==> src/tfci_pkg.sv <==
// Functional notes
// - write-gate readback bit is low during a write operation, high otherwise.
// - readback bits five to two are inverted head bits three to zero.
// - readback bit one is low when drive one is active and selected.
// - readback bit zero is low when drive zero is active and selected.
// - class-one command sets busy within 400 ns of the command write.
// - class two: busy within 400 ns, request within 700 us, busy drops.
// - class three: busy within 400 ns, request within 20 ms, busy drops.
// - no-operation opcode completes without any media action.
// - full drive/head parameter means drive bit and head bits both apply.
// - drive-only commands use the drive bit and ignore head bits.
// - write-without-erase: opcode CDh class three, opcode 38h class two.
// - F8h native max query uses drive only; F9h set max is full.
// - power-mode query decoded from 98h or E5h, drive bit only.
// - power query in standby loads zero count, clears busy, interrupts.
// - power query when idle loads all ones count, clears busy, interrupts.
// - sector erase has no data phase and may end with write fault.
// - status read clears pending interrupt; alternate status read does not.
// - drive bit low selects drive zero, high selects drive one.
package tfci_pkg;
  // task file offsets
  localparam logic [3:0] OFS_ERR_FEAT = 4'h1,
                         OFS_SEC_CNT  = 4'h2,
                         OFS_SEC_NUM  = 4'h3,
                         OFS_CYL_LO   = 4'h4,
                         OFS_CYL_HI   = 4'h5,
                         OFS_DRV_HEAD = 4'h6,
                         OFS_CMD_STAT = 4'h7,
                         OFS_CTL_ALT  = 4'hE,
                         OFS_DRV_ADDR = 4'hF;
  // field positions
  localparam int DH_LBA_BIT  = 6;
  localparam int DH_DRV_BIT  = 4;
  localparam int CTL_SRST    = 2;
  localparam int CTL_NIEN    = 1;
  // reset and load values
  localparam logic [7:0] SC_RESET   = 8'h01;
  localparam logic [7:0] DH_RESET   = 8'hA0;
  localparam logic [7:0] SC_STANDBY = 8'h00;
  localparam logic [7:0] SC_IDLE    = 8'hFF;
  // opcodes
  localparam logic [7:0] OP_NOP      = 8'h00,
                         OP_PWR_A    = 8'h98,
                         OP_PWR_B    = 8'hE5,
                         OP_ERASE    = 8'hC0,
                         OP_WR_MULNE = 8'hCD,
                         OP_WR_SECNE = 8'h38,
                         OP_MAX_RD   = 8'hF8,
                         OP_MAX_SET  = 8'hF9;
  // timing
  localparam int CLK_NS       = 5;
  localparam int T_BSY_NS     = 400;
  localparam int T_DRQ2_US    = 700;
  localparam int T_DRQ3_MS    = 20;
  localparam int BSY_MAX_CYC  = T_BSY_NS / CLK_NS;
  localparam int DRQ2_MAX_CYC = (T_DRQ2_US * 1000) / CLK_NS;
  localparam int DRQ3_MAX_CYC = (T_DRQ3_MS * 1000000) / CLK_NS;
  localparam int TMR_W        = 23;
  // command kinds and states
  typedef enum logic [2:0] {
    K_MEDIA = 3'h0,
    K_NOP   = 3'h1,
    K_PWRQ  = 3'h2,
    K_ERASE = 3'h3,
    K_BAD   = 3'h4
  } tfci_kind_t;
  typedef enum logic [2:0] {
    ST_IDLE  = 3'b000,
    ST_PREP  = 3'b001,
    ST_XFER  = 3'b011,
    ST_EXEC  = 3'b010,
    ST_QUICK = 3'b100
  } tfci_state_t;
endpackage

==> src/tfci_cmd_decode.sv <==
`timescale 1ns/100ps
`default_nettype none
module tfci_cmd_decode (
  // opcode
  input  wire logic [7:0]         opcode_i,
  // decode results
  output tfci_pkg::tfci_kind_t    kind_o,
  output logic      [1:0]         class_o,
  output logic                    dh_full_o
);
  always_comb begin
    kind_o    = tfci_pkg::K_MEDIA;
    class_o   = 2'h1;
    dh_full_o = 1'b0;
    casez (opcode_i)
      tfci_pkg::OP_NOP: begin
        kind_o = tfci_pkg::K_NOP;
      end
      tfci_pkg::OP_PWR_A, tfci_pkg::OP_PWR_B: begin
        kind_o = tfci_pkg::K_PWRQ;
      end
      tfci_pkg::OP_ERASE: begin
        kind_o    = tfci_pkg::K_ERASE;
        dh_full_o = 1'b1;
      end
      tfci_pkg::OP_WR_MULNE, 8'hC5, 8'h3C: begin
        class_o   = 2'h3;
        dh_full_o = 1'b1;
      end
      tfci_pkg::OP_WR_SECNE, 8'h30, 8'h31, 8'h50, 8'hCA: begin
        class_o   = 2'h2;
        dh_full_o = 1'b1;
      end
      8'hE8: begin
        class_o = 2'h2;
      end
      tfci_pkg::OP_MAX_SET, 8'h91, 8'hC8, 8'hC4, 8'h20, 8'h21,
      8'h40, 8'h41, 8'h7?, 8'h87, 8'hF5: begin
        dh_full_o = 1'b1;
      end
      tfci_pkg::OP_MAX_RD, 8'h90, 8'hE7, 8'hEC, 8'hE3, 8'h97,
      8'hE1, 8'h95, 8'hE4, 8'h1?, 8'h03, 8'hEF, 8'hC6, 8'hE6,
      8'h99, 8'hB0, 8'hE2, 8'h96, 8'hE0, 8'h94: begin
        dh_full_o = 1'b0;
      end
      default: begin
        kind_o = tfci_pkg::K_BAD;
      end
    endcase
  end
endmodule
`default_nettype wire

==> src/tfci_core.sv <==
`timescale 1ns/100ps
`default_nettype none
module tfci_core #(
  parameter int DRQ2_CYC = tfci_pkg::DRQ2_MAX_CYC,
  parameter int DRQ3_CYC = tfci_pkg::DRQ3_MAX_CYC
) (
  // clock and reset
  input  wire logic        clk_i,
  input  wire logic        rst_n_i,
  // task file port
  input  wire logic [3:0]  tf_addr_i,
  input  wire logic        tf_wr_i,
  input  wire logic        tf_rd_i,
  input  wire logic [7:0]  tf_wdata_i,
  output logic      [7:0]  tf_rdata_o,
  output logic             intrq_o,
  // card state
  input  wire logic        drive_id_i,
  input  wire logic        pwr_standby_i,
  // status view
  output logic             busy_o,
  output logic             drq_o,
  // media engine
  output logic             med_go_o,
  output logic      [7:0]  med_op_o,
  output logic      [1:0]  med_class_o,
  output logic      [7:0]  med_count_o,
  output logic      [7:0]  med_sector_o,
  output logic      [15:0] med_cyl_o,
  output logic      [3:0]  med_head_o,
  output logic             med_lba_o,
  input  wire logic        med_buf_ready_i,
  input  wire logic        med_done_i,
  input  wire logic        med_fault_i,
  input  wire logic        med_error_i
);
  if (DRQ2_CYC < 1 || DRQ2_CYC >= (1 << tfci_pkg::TMR_W) ||
      DRQ3_CYC < 1 || DRQ3_CYC >= (1 << tfci_pkg::TMR_W)) begin : g_bad_cfg
    // timer too narrow for the chosen prep timeout
    $error("prep timeout does not fit the timer");
  end

  //////////////////////////////////////////////////////////////////////////
  // state
  logic [7:0]           feat_q;
  logic [7:0]           sec_cnt_q;
  logic [7:0]           sec_num_q;
  logic [15:0]          cyl_q;
  logic [7:0]           drv_head_q;
  logic                 nien_q;
  logic                 srst_q;
  logic                 rdy_q;
  logic                 busy_q;
  logic                 drq_q;
  logic                 err_q;
  logic                 abrt_q;
  logic                 dwf_q;
  logic                 pend_q;
  logic [7:0]           rdata_q;
  logic [tfci_pkg::TMR_W-1:0] tmr_q;
  tfci_pkg::tfci_state_t      state_q;
  tfci_pkg::tfci_kind_t       kind_q;
  tfci_pkg::tfci_kind_t       dec_kind;
  logic [1:0]           dec_class;
  logic                 dec_dh_full;
  logic                 blk_rst;
  logic                 tf_write;
  logic                 cmd_take;
  logic                 finish;
  logic                 wr_busy;
  logic [tfci_pkg::TMR_W-1:0] tmr_lim;

  function automatic logic is_wr(input logic [3:0] ofs);
    is_wr = tf_wr_i && tf_addr_i == ofs;
  endfunction

  function automatic logic [7:0] status_byte();
    status_byte = {busy_q, rdy_q, dwf_q, rdy_q, drq_q, 1'b0, 1'b0, err_q};
  endfunction

  tfci_cmd_decode u_dec (
    .opcode_i  (tf_wdata_i),
    .kind_o    (dec_kind),
    .class_o   (dec_class),
    .dh_full_o (dec_dh_full)
  );

  //////////////////////////////////////////////////////////////////////////
  // command acceptance
  assign blk_rst  = !rst_n_i || srst_q;
  assign tf_write = !busy_q && !srst_q;
  assign cmd_take = is_wr(tfci_pkg::OFS_CMD_STAT) && tf_write;
  assign finish   = state_q == tfci_pkg::ST_QUICK ||
                    (state_q == tfci_pkg::ST_EXEC && med_done_i) ||
                    (state_q == tfci_pkg::ST_XFER && med_done_i) ||
                    (state_q == tfci_pkg::ST_PREP && !med_buf_ready_i &&
                     tmr_q == tmr_lim);
  assign wr_busy  = state_q == tfci_pkg::ST_XFER ||
                    (state_q == tfci_pkg::ST_EXEC &&
                     kind_q == tfci_pkg::K_ERASE);
  assign tmr_lim  = med_class_o == 2'h3 ?
                    tfci_pkg::TMR_W'(DRQ3_CYC) :
                    tfci_pkg::TMR_W'(DRQ2_CYC);

  //////////////////////////////////////////////////////////////////////////
  // device control, writable while busy
  always_ff @(posedge clk_i) begin
    if (!rst_n_i) begin
      srst_q <= 1'b0;
      nien_q <= 1'b0;
    end else if (is_wr(tfci_pkg::OFS_CTL_ALT)) begin
      srst_q <= tf_wdata_i[tfci_pkg::CTL_SRST];
      nien_q <= tf_wdata_i[tfci_pkg::CTL_NIEN];
    end
  end

  always_ff @(posedge clk_i) begin
    if (blk_rst) begin
      rdy_q <= 1'b0;
    end else begin
      rdy_q <= 1'b1;
    end
  end

  //////////////////////////////////////////////////////////////////////////
  // parameter registers
  always_ff @(posedge clk_i) begin
    if (blk_rst) begin
      feat_q     <= '0;
      sec_num_q  <= '0;
      cyl_q      <= '0;
      drv_head_q <= tfci_pkg::DH_RESET;
    end else if (tf_write && tf_wr_i) begin
      case (tf_addr_i)
        tfci_pkg::OFS_ERR_FEAT: feat_q <= tf_wdata_i;
        tfci_pkg::OFS_SEC_NUM:  sec_num_q <= tf_wdata_i;
        tfci_pkg::OFS_CYL_LO:   cyl_q[7:0] <= tf_wdata_i;
        tfci_pkg::OFS_CYL_HI:   cyl_q[15:8] <= tf_wdata_i;
        tfci_pkg::OFS_DRV_HEAD: drv_head_q <= tf_wdata_i;
        default: begin
        end
      endcase
    end
  end

  always_ff @(posedge clk_i) begin
    if (blk_rst) begin
      sec_cnt_q <= tfci_pkg::SC_RESET;
    end else if (state_q == tfci_pkg::ST_QUICK &&
                 kind_q == tfci_pkg::K_PWRQ) begin
      sec_cnt_q <= pwr_standby_i ? tfci_pkg::SC_STANDBY
                                 : tfci_pkg::SC_IDLE;
    end else if (tf_write && is_wr(tfci_pkg::OFS_SEC_CNT)) begin
      sec_cnt_q <= tf_wdata_i;
    end
  end

  //////////////////////////////////////////////////////////////////////////
  // command sequencer
  always_ff @(posedge clk_i) begin
    if (blk_rst) begin
      state_q <= tfci_pkg::ST_IDLE;
      kind_q  <= tfci_pkg::K_NOP;
      busy_q  <= 1'b0;
      drq_q   <= 1'b0;
      err_q   <= 1'b0;
      abrt_q  <= 1'b0;
      dwf_q   <= 1'b0;
      tmr_q   <= '0;
    end else begin
      case (state_q)
        tfci_pkg::ST_IDLE: begin
          if (cmd_take) begin
            busy_q <= 1'b1;
            drq_q  <= 1'b0;
            err_q  <= 1'b0;
            abrt_q <= 1'b0;
            dwf_q  <= 1'b0;
            kind_q <= dec_kind;
            tmr_q  <= '0;
            if (dec_kind != tfci_pkg::K_MEDIA &&
                dec_kind != tfci_pkg::K_ERASE) begin
              state_q <= tfci_pkg::ST_QUICK;
            end else if (dec_class == 2'h1) begin
              state_q <= tfci_pkg::ST_EXEC;
            end else begin
              state_q <= tfci_pkg::ST_PREP;
            end
          end
        end
        tfci_pkg::ST_QUICK: begin
          busy_q  <= 1'b0;
          err_q   <= kind_q == tfci_pkg::K_BAD;
          abrt_q  <= kind_q == tfci_pkg::K_BAD;
          state_q <= tfci_pkg::ST_IDLE;
        end
        tfci_pkg::ST_EXEC: begin
          if (med_done_i) begin
            busy_q  <= 1'b0;
            dwf_q   <= med_fault_i;
            err_q   <= med_fault_i || med_error_i;
            state_q <= tfci_pkg::ST_IDLE;
          end
        end
        tfci_pkg::ST_PREP: begin
          tmr_q <= tmr_q + 1'b1;
          if (med_buf_ready_i) begin
            drq_q   <= 1'b1;
            busy_q  <= 1'b0;
            state_q <= tfci_pkg::ST_XFER;
          end else if (tmr_q == tmr_lim) begin
            busy_q  <= 1'b0;
            err_q   <= 1'b1;
            abrt_q  <= 1'b1;
            state_q <= tfci_pkg::ST_IDLE;
          end
        end
        tfci_pkg::ST_XFER: begin
          if (med_done_i) begin
            drq_q   <= 1'b0;
            dwf_q   <= med_fault_i;
            err_q   <= med_fault_i || med_error_i;
            state_q <= tfci_pkg::ST_IDLE;
          end
        end
        default: begin
          busy_q  <= 1'b0;
          state_q <= tfci_pkg::ST_IDLE;
        end
      endcase
    end
  end

  //////////////////////////////////////////////////////////////////////////
  // media command launch
  always_ff @(posedge clk_i) begin
    if (blk_rst) begin
      med_go_o     <= 1'b0;
      med_op_o     <= '0;
      med_class_o  <= 2'h1;
      med_count_o  <= '0;
      med_sector_o <= '0;
      med_cyl_o    <= '0;
      med_head_o   <= '0;
      med_lba_o    <= 1'b0;
    end else begin
      med_go_o <= cmd_take && (dec_kind == tfci_pkg::K_MEDIA ||
                               dec_kind == tfci_pkg::K_ERASE);
      if (cmd_take) begin
        med_op_o     <= tf_wdata_i;
        med_class_o  <= dec_class;
        med_count_o  <= sec_cnt_q;
        med_sector_o <= sec_num_q;
        med_cyl_o    <= cyl_q;
        med_head_o   <= dec_dh_full ? drv_head_q[3:0] : '0;
        med_lba_o    <= dec_dh_full & drv_head_q[tfci_pkg::DH_LBA_BIT];
      end
    end
  end

  //////////////////////////////////////////////////////////////////////////
  // interrupt pending, a new event wins over a status read
  always_ff @(posedge clk_i) begin
    if (blk_rst) begin
      pend_q <= 1'b0;
    end else if (finish) begin
      pend_q <= 1'b1;
    end else if (tf_rd_i && tf_addr_i == tfci_pkg::OFS_CMD_STAT) begin
      pend_q <= 1'b0;
    end
  end

  //////////////////////////////////////////////////////////////////////////
  // read data
  always_ff @(posedge clk_i) begin
    if (!rst_n_i) begin
      rdata_q <= '0;
    end else if (tf_rd_i) begin
      case (tf_addr_i)
        tfci_pkg::OFS_ERR_FEAT: rdata_q <= {5'h00, abrt_q, 2'h0};
        tfci_pkg::OFS_SEC_CNT:  rdata_q <= sec_cnt_q;
        tfci_pkg::OFS_SEC_NUM:  rdata_q <= sec_num_q;
        tfci_pkg::OFS_CYL_LO:   rdata_q <= cyl_q[7:0];
        tfci_pkg::OFS_CYL_HI:   rdata_q <= cyl_q[15:8];
        tfci_pkg::OFS_DRV_HEAD: rdata_q <= drv_head_q;
        tfci_pkg::OFS_CMD_STAT: rdata_q <= status_byte();
        tfci_pkg::OFS_CTL_ALT:  rdata_q <= status_byte();
        tfci_pkg::OFS_DRV_ADDR: begin
          rdata_q <= {1'b0,
                      !wr_busy,
                      ~drv_head_q[3:0],
                      !(rdy_q && drv_head_q[tfci_pkg::DH_DRV_BIT] &&
                        drive_id_i),
                      !(rdy_q && !drv_head_q[tfci_pkg::DH_DRV_BIT] &&
                        !drive_id_i)};
        end
        default: rdata_q <= '0;
      endcase
    end
  end

  assign tf_rdata_o = rdata_q;
  assign intrq_o    = pend_q && !nien_q;
  assign busy_o     = busy_q;
  assign drq_o      = drq_q;

  logic rd_addr_q;
  always_ff @(posedge clk_i) begin
    rd_addr_q <= tf_rd_i && tf_addr_i == tfci_pkg::OFS_DRV_ADDR;
  end
endmodule
`default_nettype wire

==> config.mk <==
export PLATFORM = sky130hd
export DESIGN_NAME = tfci_core
export DESIGN_NICKNAME = d
export VERILOG_FILES = /design/src/tfci_pkg.sv /design/src/tfci_cmd_decode.sv /design/src/tfci_core.sv
export SDC_FILE = /design/constraint.sdc
export NUM_CORES = 1
export LEC_CHECK = 0
export ABC_CLOCK_PERIOD_IN_PS = 2029
export BUFFER_PORTS_ARGS = -buffer_cell sky130_fd_sc_hd__buf_4
export CAP_MARGIN = 10
export CORE_AREA = 3 3 115 117
export DETAILED_ROUTE_END_ITERATION = 16
export DIE_AREA = 0 0 118 120
export GPL_ROUTABILITY_DRIVEN = 1
export PLACE_DENSITY = 0.73
export SKIP_CTS_REPAIR_TIMING = 1
export SLEW_MARGIN = 40
export SYNTH_ARGS = -nofsm -noshare
export SYNTH_HDL_FRONTEND = slang
export SYNTH_HIERARCHICAL = 1
export SYNTH_SLANG_ARGS = --single-unit
==> constraint.sdc <==
create_clock -name clk_i -period 2.03 [get_ports clk_i]
set_input_delay 0.1015 -clock clk_i [delete_from_list [all_inputs] [get_ports clk_i]]
set_output_delay 0.1015 -clock clk_i [all_outputs]
set_load 0.05 [all_outputs]
### Word-level counts from Yosys, hierarchy flattened

Cells that the tools add are included.

* logic and storage cells: 206
* output and inout port bits: 59
* register bits: 134

* equal/unequal tests: 72
* reductions and logical operators: 68
* add/sub/neg operators: 1
* bitwise gates (word level): 3
* multiplexer cells: 36

Operators with widths (count)
* $eq A8 B8 Y1 const B: 31
* $pmux W8 S8: 1
* $eq A8 B6 Y1 const B: 6
* $pmux W23 S2: 1
* $reduce_or A40 Y1: 1
* $eq A8 B7 Y1 const B: 3
* $mux W8: 3
* $add A23 B1 Y23 const B: 1
* $eq A23 B22 Y1: 1
* $mux W23: 1
* $mux W22: 1
* $logic_and A1 B1 Y1: 21
* $eq A4 B3 Y1 const B: 5
* $reduce_or A20 Y1: 1
* $eq A3 B2 Y1 const B: 5
* $mux W3: 5
* $mux W1: 14
* $pmux W3 S4: 1
* $reduce_and A2 Y1: 6
* $reduce_and A4 Y1: 3
* $logic_not A1 Y1: 10
* $ne A2 B2 Y1 const B: 5
* $pmux W3 S3: 1
* $reduce_bool A3 Y1: 3
* other kinds (29): 50

### Logic depth before layout (Yosys ltp)

Gate-level depths: netlist (run 1).

* depth in word-level cells: 8
* mapped depth: 11

### By module

Netlist (run 1), hierarchy kept.

Modules (own cells, without submodules)
* tfci_core: cells each 735, instances 1, sequential area each 2682.6 um^2, area an instance 5859.4 um^2
* tfci_cmd_decode: cells each 79, instances 1, sequential area each 0.0 um^2, area an instance 528.0 um^2

### Least setup slack after synthesis (run 1)

No wires, ideal clock.

* path kind: register to register
* from: register med_class_o[1]
* to: register busy_q (netlist: busy_o)
* buffers on the path: 0
* slack: 0.051 ns
* setup time: 0.119 ns
* arrival time: 1.860 ns
* cell stages (with the launch flop): 6
* cell sequence: dfxtp_1 > nand2_1 > or3_1 > a221oi_1 > o21ai_0 > o221a_2

* longest elaborated chain between the ends: 5

Ends and longest elaborated chain
* start: declaration: line tfci_core.sv:26 `output logic [1:0] med_class_o,`
* start signal: assignment: line tfci_core.sv:251 `med_class_o <= dec_class;`
* $eq A2 B2 Y1: line tfci_core.sv:101 `assign tmr_lim = med_class_o == 2'h3 ?`
* $mux W22: line tfci_core.sv:101
* $eq A23 B22 Y1: line tfci_core.sv:211 `end else if (tmr_q == tmr_lim) begin`
* $ne A3 B2 Y1 (no line)
* $reduce_and A4 Y1 (no line)
* end signal: assignment: line tfci_core.sv:209 `busy_q <= 1'b0;`
* end signal: assignment: line tfci_core.sv:212 `busy_q <= 1'b0;`
* end signal: assignment: line tfci_core.sv:227 `busy_q <= 1'b0;`
* end: declaration: line tfci_core.sv:53 `logic busy_q;`

Every way passes these cells.
A chain may end at the register's enable or synchronous reset.

### Worst setup path in the final report (run 1)

* from: register state_q[2]
* to: register tmr_q[9] (netlist name)

* longest elaborated chain between the ends: 3
* elaborated cells between the ends (all ways): 6
* classes of those cells: eq/ne: 2; mux: 1; reduce/logical: 3

Ends and longest elaborated chain
* start: declaration: line tfci_core.sv:61 `tfci_pkg::tfci_state_t state_q;`
* start signal: assignment: line tfci_core.sv:162 `state_q <= tfci_pkg::ST_IDLE;`
* start signal: assignment: line tfci_core.sv:183 `state_q <= tfci_pkg::ST_QUICK;`
* start signal: assignment: line tfci_core.sv:185 `state_q <= tfci_pkg::ST_EXEC;`
* $eq A3 B1 Y1 / $logic_not A3 Y1 (equally long branches): line tfci_core.sv:171 `case (state_q)`
* $reduce_bool A2 Y1 (no line) / $ne A2 B2 Y1 (equally long branches)
* $reduce_and A2 Y1 (no line)
* end signal: assignment: line tfci_core.sv:206 `tmr_q <= tmr_q + 1'b1;`
* end: declaration: line tfci_core.sv:60 `logic [tfci_pkg::TMR_W-1:0] tmr_q;`

Several ways; a longest one is shown, not always the timed one.

==> flow_summary.json, run 1 <==
{
  "vias": 6525,
  "route.detailed.drc": 0,
  "path_max_fanout": 6,
  "finClkSkew_ns": 0.00544,
  "grt_pass1_wl_um": 32000,
  "synth_ff_type": "dfxtp_1",
  "start_util_pct": 51.2,
  "yosysUniqueCellTypes": 64,
  "fin_util_pct": 63.9,
  "max_freq_ghz": 0.523,
  "grt_overflow": 0,
  "hold_class": "in2reg",
  "port_buffers": 80,
  "regToRegSetupSlack_ns": 0.12,
  "timing.rr.start": "state_q[2]",
  "r2r-end": "tmr_q[9]",
  "crit_type": "reg2reg",
  "timing.final.ws_setup_ns": 0.119,
  "hpwlAfterDp_um": 13900,
  "drt-initial-drc-count": 764,
  "synthArstFlopShare_pct": 0,
  "setup_viol": 0,
  "crit_arrival_ns": 2.28,
  "nNetsFinal": 923,
  "post_drt_wl_per_cell_um": 18.2,
  "final_cell_mix": "nand2_1 (161), dfxtp_1 (133), buf_4 (121), a21oi_1 (120), nand3_1 (56)",
  "rsz0062_at_grt": "false",
  "ys_ff_latch": 134,
  "grt_pass1_vias": 5989,
  "drtAntennaViolNets": 0,
  "p_leak_nw": 2.96,
  "min_path_cells": 3,
  "hp-start": "tf_wdata_i[0]",
  "slew_headroom_pct": 56.1,
  "synth-edff-count": 0,
  "clk-insertion-delay-late_ns": 0.43,
  "dieArea_sq_um": 14200,
  "syn_to_final_growth_pct": 24.8,
  "fin_crit_ns": 1.91,
  "io_pins": 81,
  "tns_ns": 0,
  "wirelength_um": 19800,
  "maxSlewViolCount": 0,
  "cp.required_ns": 2.40,
  "clk_pin_slew_ns": 0.06,
  "fin_crit_sh_pct": 94.1,
  "cts_tree": "done",
  "antenna_cells": 0,
  "r2r_cells": 6,
  "ys_seq_area_share_pct": 42.0,
  "violations": "hold timing",
  "outcome": "complete, but fails checks",
  "htree_levels": 4,
  "yosys.area.top_type": "dfxtp_1",
  "die_x_um": 118,
  "clock-sinks": 134,
  "core_area_sq_um": 12500,
  "vias_per_cell": 6.02,
  "yosys-top-cells-area": "dfxtp_1 (42%), nand2_1 (9.5%), a21oi_1 (9.4%)",
  "dr.pass1.iters": 5,
  "syn_nets": 838,
  "postSynthCellCount": 814,
  "cts_root_buffer": "clkbuf_16",
  "holdPathEnd": "med_op_o[0]",
  "dieHeight_um": 120,
  "netlist.area_leader.share_pct": 42.0,
  "peakVddDrop_v": 0.000468,
  "track_usage_pct": 28.2,
  "cts_buffer_depth": 2,
  "cap_violations": 0,
  "syn_area_sq_um": 6390,
  "holdWs_ns": -0.0197,
  "num_rows": 41,
  "hold_violations": 2,
  "drive_above_1_share_pct": 20.4,
  "yosysWarnings": 6,
  "cts_buffers": 17,
  "place_congestion": 0.933,
  "start_kind": "flop",
  "final_common_cell": "nand2_1",
  "powerDensity_nw_per_um2": 871,
  "dp_worst_setup_slack_ns": 0.0140,
  "worst_slew_pin_slew_ns": 0.654,
  "worstSetupEndpointType": "flop",
  "antenna_found_initial": 0,
  "grt_max_degree": 110,
  "syn_area_per_cell_sq_um": 7.85
}
## cells by family (layout without fill, tap and decap cells)
family / count (synthesis) / in the layout / share of synthesized area, %
simple gates: 383 / 383 / 30.1
compound gates: 207 / 207 / 19.7
flops: 134 / 134 / 42.0
buf+inv: 70 / 168 / 4.88
mux: 12 / 12 / 2.02
xor+xnor: 6 / 6 / 0.823
fa+ha+maj: 2 / 2 / 0.392
## area by class of cell
cell class	instances	area [sq um]
clock buffers	18	429
repair buffers	128	1020
fillers	1096	4500
multi-input cells	610	3440
clock inverters	14	149
well taps	172	215
flip-flops and latches	134	2680
inverters	8	30.0
## worst max path at each step
stage                         from      endpoint  cells past startpoint  slack, ns
floorplan           med_class_o[1]        busy_o                      5       0.05
global placement     tf_wdata_i[2]    state_q[1]                     10       0.08
detailed placement   tf_wdata_i[0]    state_q[0]                     10       0.01
CTS                     state_q[2]  sec_cnt_q[2]                      6       0.02
global route              tmr_q[0]     tmr_q[20]                      7       0.01
finish                  state_q[2]      tmr_q[9]                      6       0.12
## state kept, by name, indices dropped and copies added (netlist names), 2 cells and up
name and flops:
med_op_o 8, med_count_o 8, med_head_o 4, sec_num_q 8
med_cyl_o 16, sec_cnt_q 8, state_q 3, tf_rdata_o 8
med_sector_o 8, kind_q 3, cyl_q 16, drv_head_q 8
med_class_o 2, tmr_q 23
## metal layers
layer  routed length (um)  track usage, %  up-vias
met5                    0               0        -
met4                  413            9.45        0
met3                 1600            7.78       33
met2                 8870            42.7      279
met1                 8870            38.9     3130
li1                     -               -     3083
## where the power goes
part,switching (mW),internal (mW),total (mW)
Clock,1.23,1.82,3.04
Combinational,0.685,0.439,1.12
Sequential,0.0697,2.70,2.77
Total,1.98,4.96,6.94
## cells in the mapped netlist, types with 3 or more instances
cell,number
a22o_1,3
and3_1,15
dfxtp_1,134
o2bb2ai_1,3
nand3_1,56
nor4b_1,3
clkbuf_1,38
buf_2,18
a22oi_1,12
or3_1,5
a21oi_1,120
nor3_1,15
o21a_1,13
xor2_1,4
o31ai_1,4
and4_1,3
and2_1,3
inv_1,7
a222oi_1,4
o21ai_0,10
mux2_2,7
nand3b_1,5
nor3b_1,7
o311ai_0,3
nand2_1,161
buf_6,3
a31oi_1,12
mux2i_1,5
nand2b_1,6
a221oi_1,6
nor2b_1,22
nor4bb_1,4
a32oi_1,3
nand4_1,12
nor4_1,4
nor2_1,45
## metrics by stage
| stage | total power, mW | hold WS [ns] | instances | instance area (sq um) |
|---|---|---|---|---|
| global placement | 3.90 | 0.375 | 1049 | 7340 |
| finish | 6.94 | -0.0197 | 1084 | 7970 |
| floorplan | 3.53 | 0.238 | 814 | 6390 |
| detailed placement | 3.92 | 0.409 | 1049 | 7340 |
| CTS | 6.94 | -0.0450 | 1081 | 7920 |
| global route | 7.21 | 0.00820 | 1084 | 7970 |
## worst max-delay path, cell delays in order, from the launching register on
cell,delay (ns)
dfxtp_1,0.36
or3b_1,0.44
nor4_4,0.43
buf_4,0.21
nand2_1,0.06
mux2_2,0.27
nor2_1,0.07
No activity file was read; power rests on OpenSTA's default activity.
==> run 2: changes to the inputs <==
--- a/config.mk
+++ b/config.mk
@@ -9,3 +9,3 @@
 export BUFFER_PORTS_ARGS = -buffer_cell sky130_fd_sc_hd__buf_4
-export CAP_MARGIN = 10
+export CAP_MARGIN = 30
 export CORE_AREA = 3 3 115 117
==> constraint.sdc (replaced) <==
create_clock -name clk_i -period 2.03 [get_ports clk_i]
set_input_delay 0.406 -clock clk_i [delete_from_list [all_inputs] [get_ports clk_i]]
set_output_delay 0.406 -clock clk_i [all_outputs]
set_load 0.005 [all_outputs]
==> flow_summary.json, run 2 (synthesized netlist as in run 1, its figures left out) <==
{
  "outcome": "finished clean",
  "drt-initial-drc-count": 654,
  "rsz0062_at_grt": "false",
  "place_congestion": 0.954,
  "worstSetupEndpointType": "flop",
  "drive_above_1_share_pct": 22.8,
  "clk-insertion-delay-late_ns": 0.42,
  "cts_buffers": 17,
  "grt_pass1_vias": 6093,
  "largestRegisters": "tmr_q: 23 flops, cyl_q: 16 flops, med_cyl_o: 16 flops",
  "regToRegSetupSlack_ns": 0.09,
  "slew_headroom_pct": 59.1,
  "track_usage_pct": 27.7,
  "start_util_pct": 51.2,
  "setup_viol": 0,
  "grt_max_degree": 110,
  "fin_crit_ns": 1.94,
  "cts_tree": "done",
  "critPathSlowestCell": "mux2_2",
  "final_cell_mix": "nand2_1 (161), buf_4 (148), dfxtp_1 (134), a21oi_1 (120), nand3_1 (55)",
  "port_buffers": 80,
  "critPathMaxStageDelay_ns": 0.37,
  "finClkSkew_ns": 0.00736,
  "regArea_sq_um": 2680,
  "grt_overflow": 0,
  "start_kind": "flop",
  "worst_slew_pin_slew_ns": 0.610,
  "crit_buf_inv": 1,
  "vias": 6526,
  "path_max_fanout": 12,
  "dieHeight_um": 120,
  "crit_type": "reg2reg",
  "hold_class": "in2reg",
  "final_common_cell": "nand2_1",
  "cp_top_family": "simple AND/OR/NAND/NOR gates",
  "hpwlAfterDp_um": 14200,
  "min_path_cells": 3,
  "grt_pass1_wl_um": 31500,
  "holdPathEnd": "med_op_o[2]",
  "hp-start": "tf_wdata_i[2]",
  "hold_violations": 0,
  "powerDensity_nw_per_um2": 833,
  "largest_reg_flops": 23,
  "antenna_found_initial": 0,
  "antenna_cells": 0,
  "clock-sinks": 134,
  "fin_crit_sh_pct": 95.6,
  "multi_input_area_sq_um": 3480,
  "dieArea_sq_um": 14200,
  "route.detailed.drc": 0,
  "holdWs_ns": 0.279,
  "cts_buffer_depth": 2,
  "max_freq_ghz": 0.515,
  "r2r_cells": 7,
  "regMostFlops": "tmr_q",
  "cts_root_buffer": "clkbuf_16",
  "p_leak_nw": 3.08,
  "timing.rr.start": "tmr_q[0]",
  "drtAntennaViolNets": 0,
  "htree_levels": 4,
  "tns_ns": 0,
  "clk_pin_slew_ns": 0.06,
  "cp.required_ns": 2.38,
  "n_fill_cell": 1119,
  "cap_violations": 0,
  "wirelength_um": 19600,
  "num_rows": 41,
  "vias_per_cell": 5.91,
  "dr.pass1.iters": 6,
  "peakVddDrop_v": 0.000491,
  "cp_cell_sequence": "ha_1 > and3_1 > nand4_1 > buf_4 > nor4_1 > mux2_2 > nor2_1",
  "core_area_sq_um": 12500,
  "nNetsFinal": 945,
  "die_x_um": 118,
  "maxSlewViolCount": 0,
  "syn_to_final_growth_pct": 27.1,
  "crit_arrival_ns": 2.29,
  "fin_util_pct": 65.1,
  "io_pins": 81,
  "post_drt_wl_per_cell_um": 17.8,
  "r2r-end": "tmr_q[20]"
}
run 2: how the worst max path moves through the flow:
stage             startpoint          to  slack (ns)  cells after the start
6_report            tmr_q[0]   tmr_q[20]        0.09                      7
2_1_floorplan  tf_wdata_i[3]  state_q[0]        0.03                     10
5_1_grt             tmr_q[1]   tmr_q[20]        0.01                      7
4_1_cts             tmr_q[8]   tmr_q[22]       -0.23                      6
3_5_place_dp   tf_wdata_i[6]  state_q[0]       -0.22                     11
3_3_place_gp   tf_wdata_i[0]  state_q[0]       -0.26                     10
run 2: layout make-up:
cell class                 instances  area share [%]
multi-input combinational        610            42.9
timing repair buffer             150            14.2
clock inverter                    13            1.57
inverter                           8           0.370
clock buffer                      18            5.29
sequential                       134            33.0
tap                              172            2.65
run 2: where the power goes:
part / switching (mW) / leakage, nW / internal, mW
logic: 0.640 / 1.72 / 0.470
clock network: 1.19 / 0.269 / 1.69
registers: 0.0660 / 1.08 / 2.70
total: 1.89 / 3.08 / 4.87
run 2: stage by stage:
stage / worst slack [ns] / cells / area (sq um) / total power, mW
2_1_floorplan: 0.0253 / 814 / 6390 / 3.47
3_3_place_gp: -0.260 / 1074 / 7500 / 3.88
3_5_place_dp: -0.219 / 1074 / 7500 / 3.89
4_1_cts: -0.229 / 1105 / 8060 / 6.76
5_1_grt: 0.00991 / 1105 / 8120 / 7.03
6_report: 0.0888 / 1105 / 8120 / 6.76
run 2: tightest hold or removal path: stages:
cell     delay (ns)
buf_4          0.13
nand2_1        0.06
a21oi_1        0.05
run 2: layer usage:
| metal | track usage [%] | wire [um] | share of wire, % |
|---|---|---|---|
| met1 | 37.2 | 8810 | 45 |
| met2 | 43.3 | 8960 | 46 |
| met3 | 7.30 | 1500 | 7.6 |
| met4 | 9.38 | 383 | 1.9 |
| met5 | 0 | 0 | 0 |
==> run 3: changes to the inputs <==
GPL_TIMING_DRIVEN = 0   (was default)
==> flow_summary.json, run 3 (synthesized netlist as in run 1, its figures left out) <==
{
  "powerDensity_nw_per_um2": 882,
  "crit_arrival_ns": 2.35,
  "crit_start": "tf_wdata_i[6]",
  "peakVddDrop_v": 0.000626,
  "cts_buffers": 17,
  "place_congestion": 0.929,
  "die_x_um": 118,
  "syn_to_final_growth_pct": 25.0,
  "worst_slew_pin_slew_ns": 0.698,
  "slew_headroom_pct": 53.5,
  "post_drt_wl_per_cell_um": 17.8,
  "maxSlewViolCount": 0,
  "r2r_cells": 7,
  "timing.final.ws_setup_ns": 0.0504,
  "largest_reg_flops": 23,
  "grt_overflow": 0,
  "port_buffers": 80,
  "track_usage_pct": 27.5,
  "rsz0062_at_grt": "true",
  "grt_max_degree": 17,
  "fin_crit_sh_pct": 97.5,
  "fin_crit_ns": 1.98,
  "clk-insertion-delay-late_ns": 0.43,
  "grt_pass1_vias": 5863,
  "largestRegisters": "tmr_q: 23 flops, cyl_q: 16 flops, med_cyl_o: 16 flops",
  "hold_violations": 0,
  "dieArea_sq_um": 14200,
  "regToRegSetupSlack_ns": 0.10,
  "grt_pass1_wl_um": 31100,
  "start_util_pct": 51.2,
  "p_leak_nw": 2.93,
  "cap_violations": 0,
  "vias": 6590,
  "route.detailed.drc": 0,
  "num_rows": 41,
  "outcome": "finished clean",
  "final_cell_mix": "nand2_1 (161), dfxtp_1 (133), a21oi_1 (119), buf_4 (88), nand3_1 (56)",
  "cts_buffer_depth": 2,
  "io_pins": 81,
  "hold_class": "in2reg",
  "cts_tree": "done",
  "holdWs_ns": 0.276,
  "nNetsFinal": 941,
  "max_freq_ghz": 0.505,
  "htree_levels": 4,
  "min_path_cells": 3,
  "final_common_cell": "nand2_1",
  "crit_type": "in2reg",
  "finalPower_mw": 7.04,
  "drtAntennaViolNets": 0,
  "clock-sinks": 134,
  "dr.pass1.iters": 8,
  "antenna_cells": 0,
  "worstSetupEndpointType": "flop",
  "drt-initial-drc-count": 710,
  "wirelength_um": 19700,
  "antenna_found_initial": 0,
  "timing.rr.start": "state_q[0]",
  "dieHeight_um": 120,
  "core_area_sq_um": 12500,
  "drive_above_1_share_pct": 19.5,
  "dp_worst_setup_slack_ns": -0.579,
  "cts_root_buffer": "clkbuf_16",
  "cp.required_ns": 2.40,
  "vias_per_cell": 5.98,
  "path_max_fanout": 10,
  "regMostFlops": "tmr_q",
  "hp-start": "med_fault_i",
  "clk_pin_slew_ns": 0.06,
  "setup_viol": 0,
  "finClkSkew_ns": 0.00834,
  "start_kind": "input pin",
  "hpwlAfterDp_um": 13700
}
## run 3: cell types whose count changed in the layout (fill, tap and decap cells not counted), moves of 4 or more
cell      change
clkbuf_2     +10
nor4bb_2      -4
buf_4        -60
clkbuf_1     +28
nor4bb_1      +4
buf_2        +13
## run 3: worst paths after layout
| kind | end |
|---|---|
| max | state_q[0] |
| min | dwf_q |
| max reg2reg | tmr_q[15] |
| min reg2reg | med_cyl_o[10] |
## run 3: routing by layer
| layer | vias to the layer above | track usage (%) | part of all wire (%) |
|---|---|---|---|
| met5 | - | 0 | 0 |
| met4 | 0 | 9.67 | 2.2 |
| met3 | 40 | 6.46 | 10 |
| met2 | 324 | 41.6 | 44 |
| met1 | 3101 | 38.5 | 43 |
| li1 | 3125 | - | - |
## run 3: per-stage QoR
| step | std cells | area (sq um) | setup TNS [ns] | util [%] |
|---|---|---|---|---|
| floorplan | 814 | 6390 | 0 | - |
| global placement | 1066 | 7200 | -34.03 | 57.8 |
| detailed placement | 1066 | 7200 | -34.21 | 57.8 |
| CTS | 1098 | 7810 | -10.52 | 62.7 |
| global route | 1102 | 7990 | -0.151 | 64.1 |
| finish | 1102 | 7990 | 0 | 64.1 |
## run 3: area by class of cell
cell class / count / area, sq um
Clock buffer: 21 / 460
Buffer: 61 / 303
Clock inverter: 11 / 149
Multi-Input combinational cell: 610 / 3510
Fill cell: 1089 / 4480
Timing Repair Buffer: 85 / 638
Tap cell: 172 / 215
Inverter: 8 / 30.0
Sequential cell: 134 / 2680
## run 3: power by group
| group | switching (mW) | total [mW] | internal (mW) |
|---|---|---|---|
| logic | 0.656 | 1.07 | 0.417 |
| registers | 0.0733 | 2.78 | 2.71 |
| clock network | 1.19 | 3.19 | 2.00 |
## run 3: worst max-delay path: stages
cell      delay [ns]
buf_4           0.17
buf_6           0.15
nand3b_1        0.16
a2111o_1        0.40
a31oi_1         0.20
a311oi_1        0.07
and4_2          0.27
nor2_4          0.15
nand2_1         0.07
o21ai_1         0.14
o211a_1         0.14
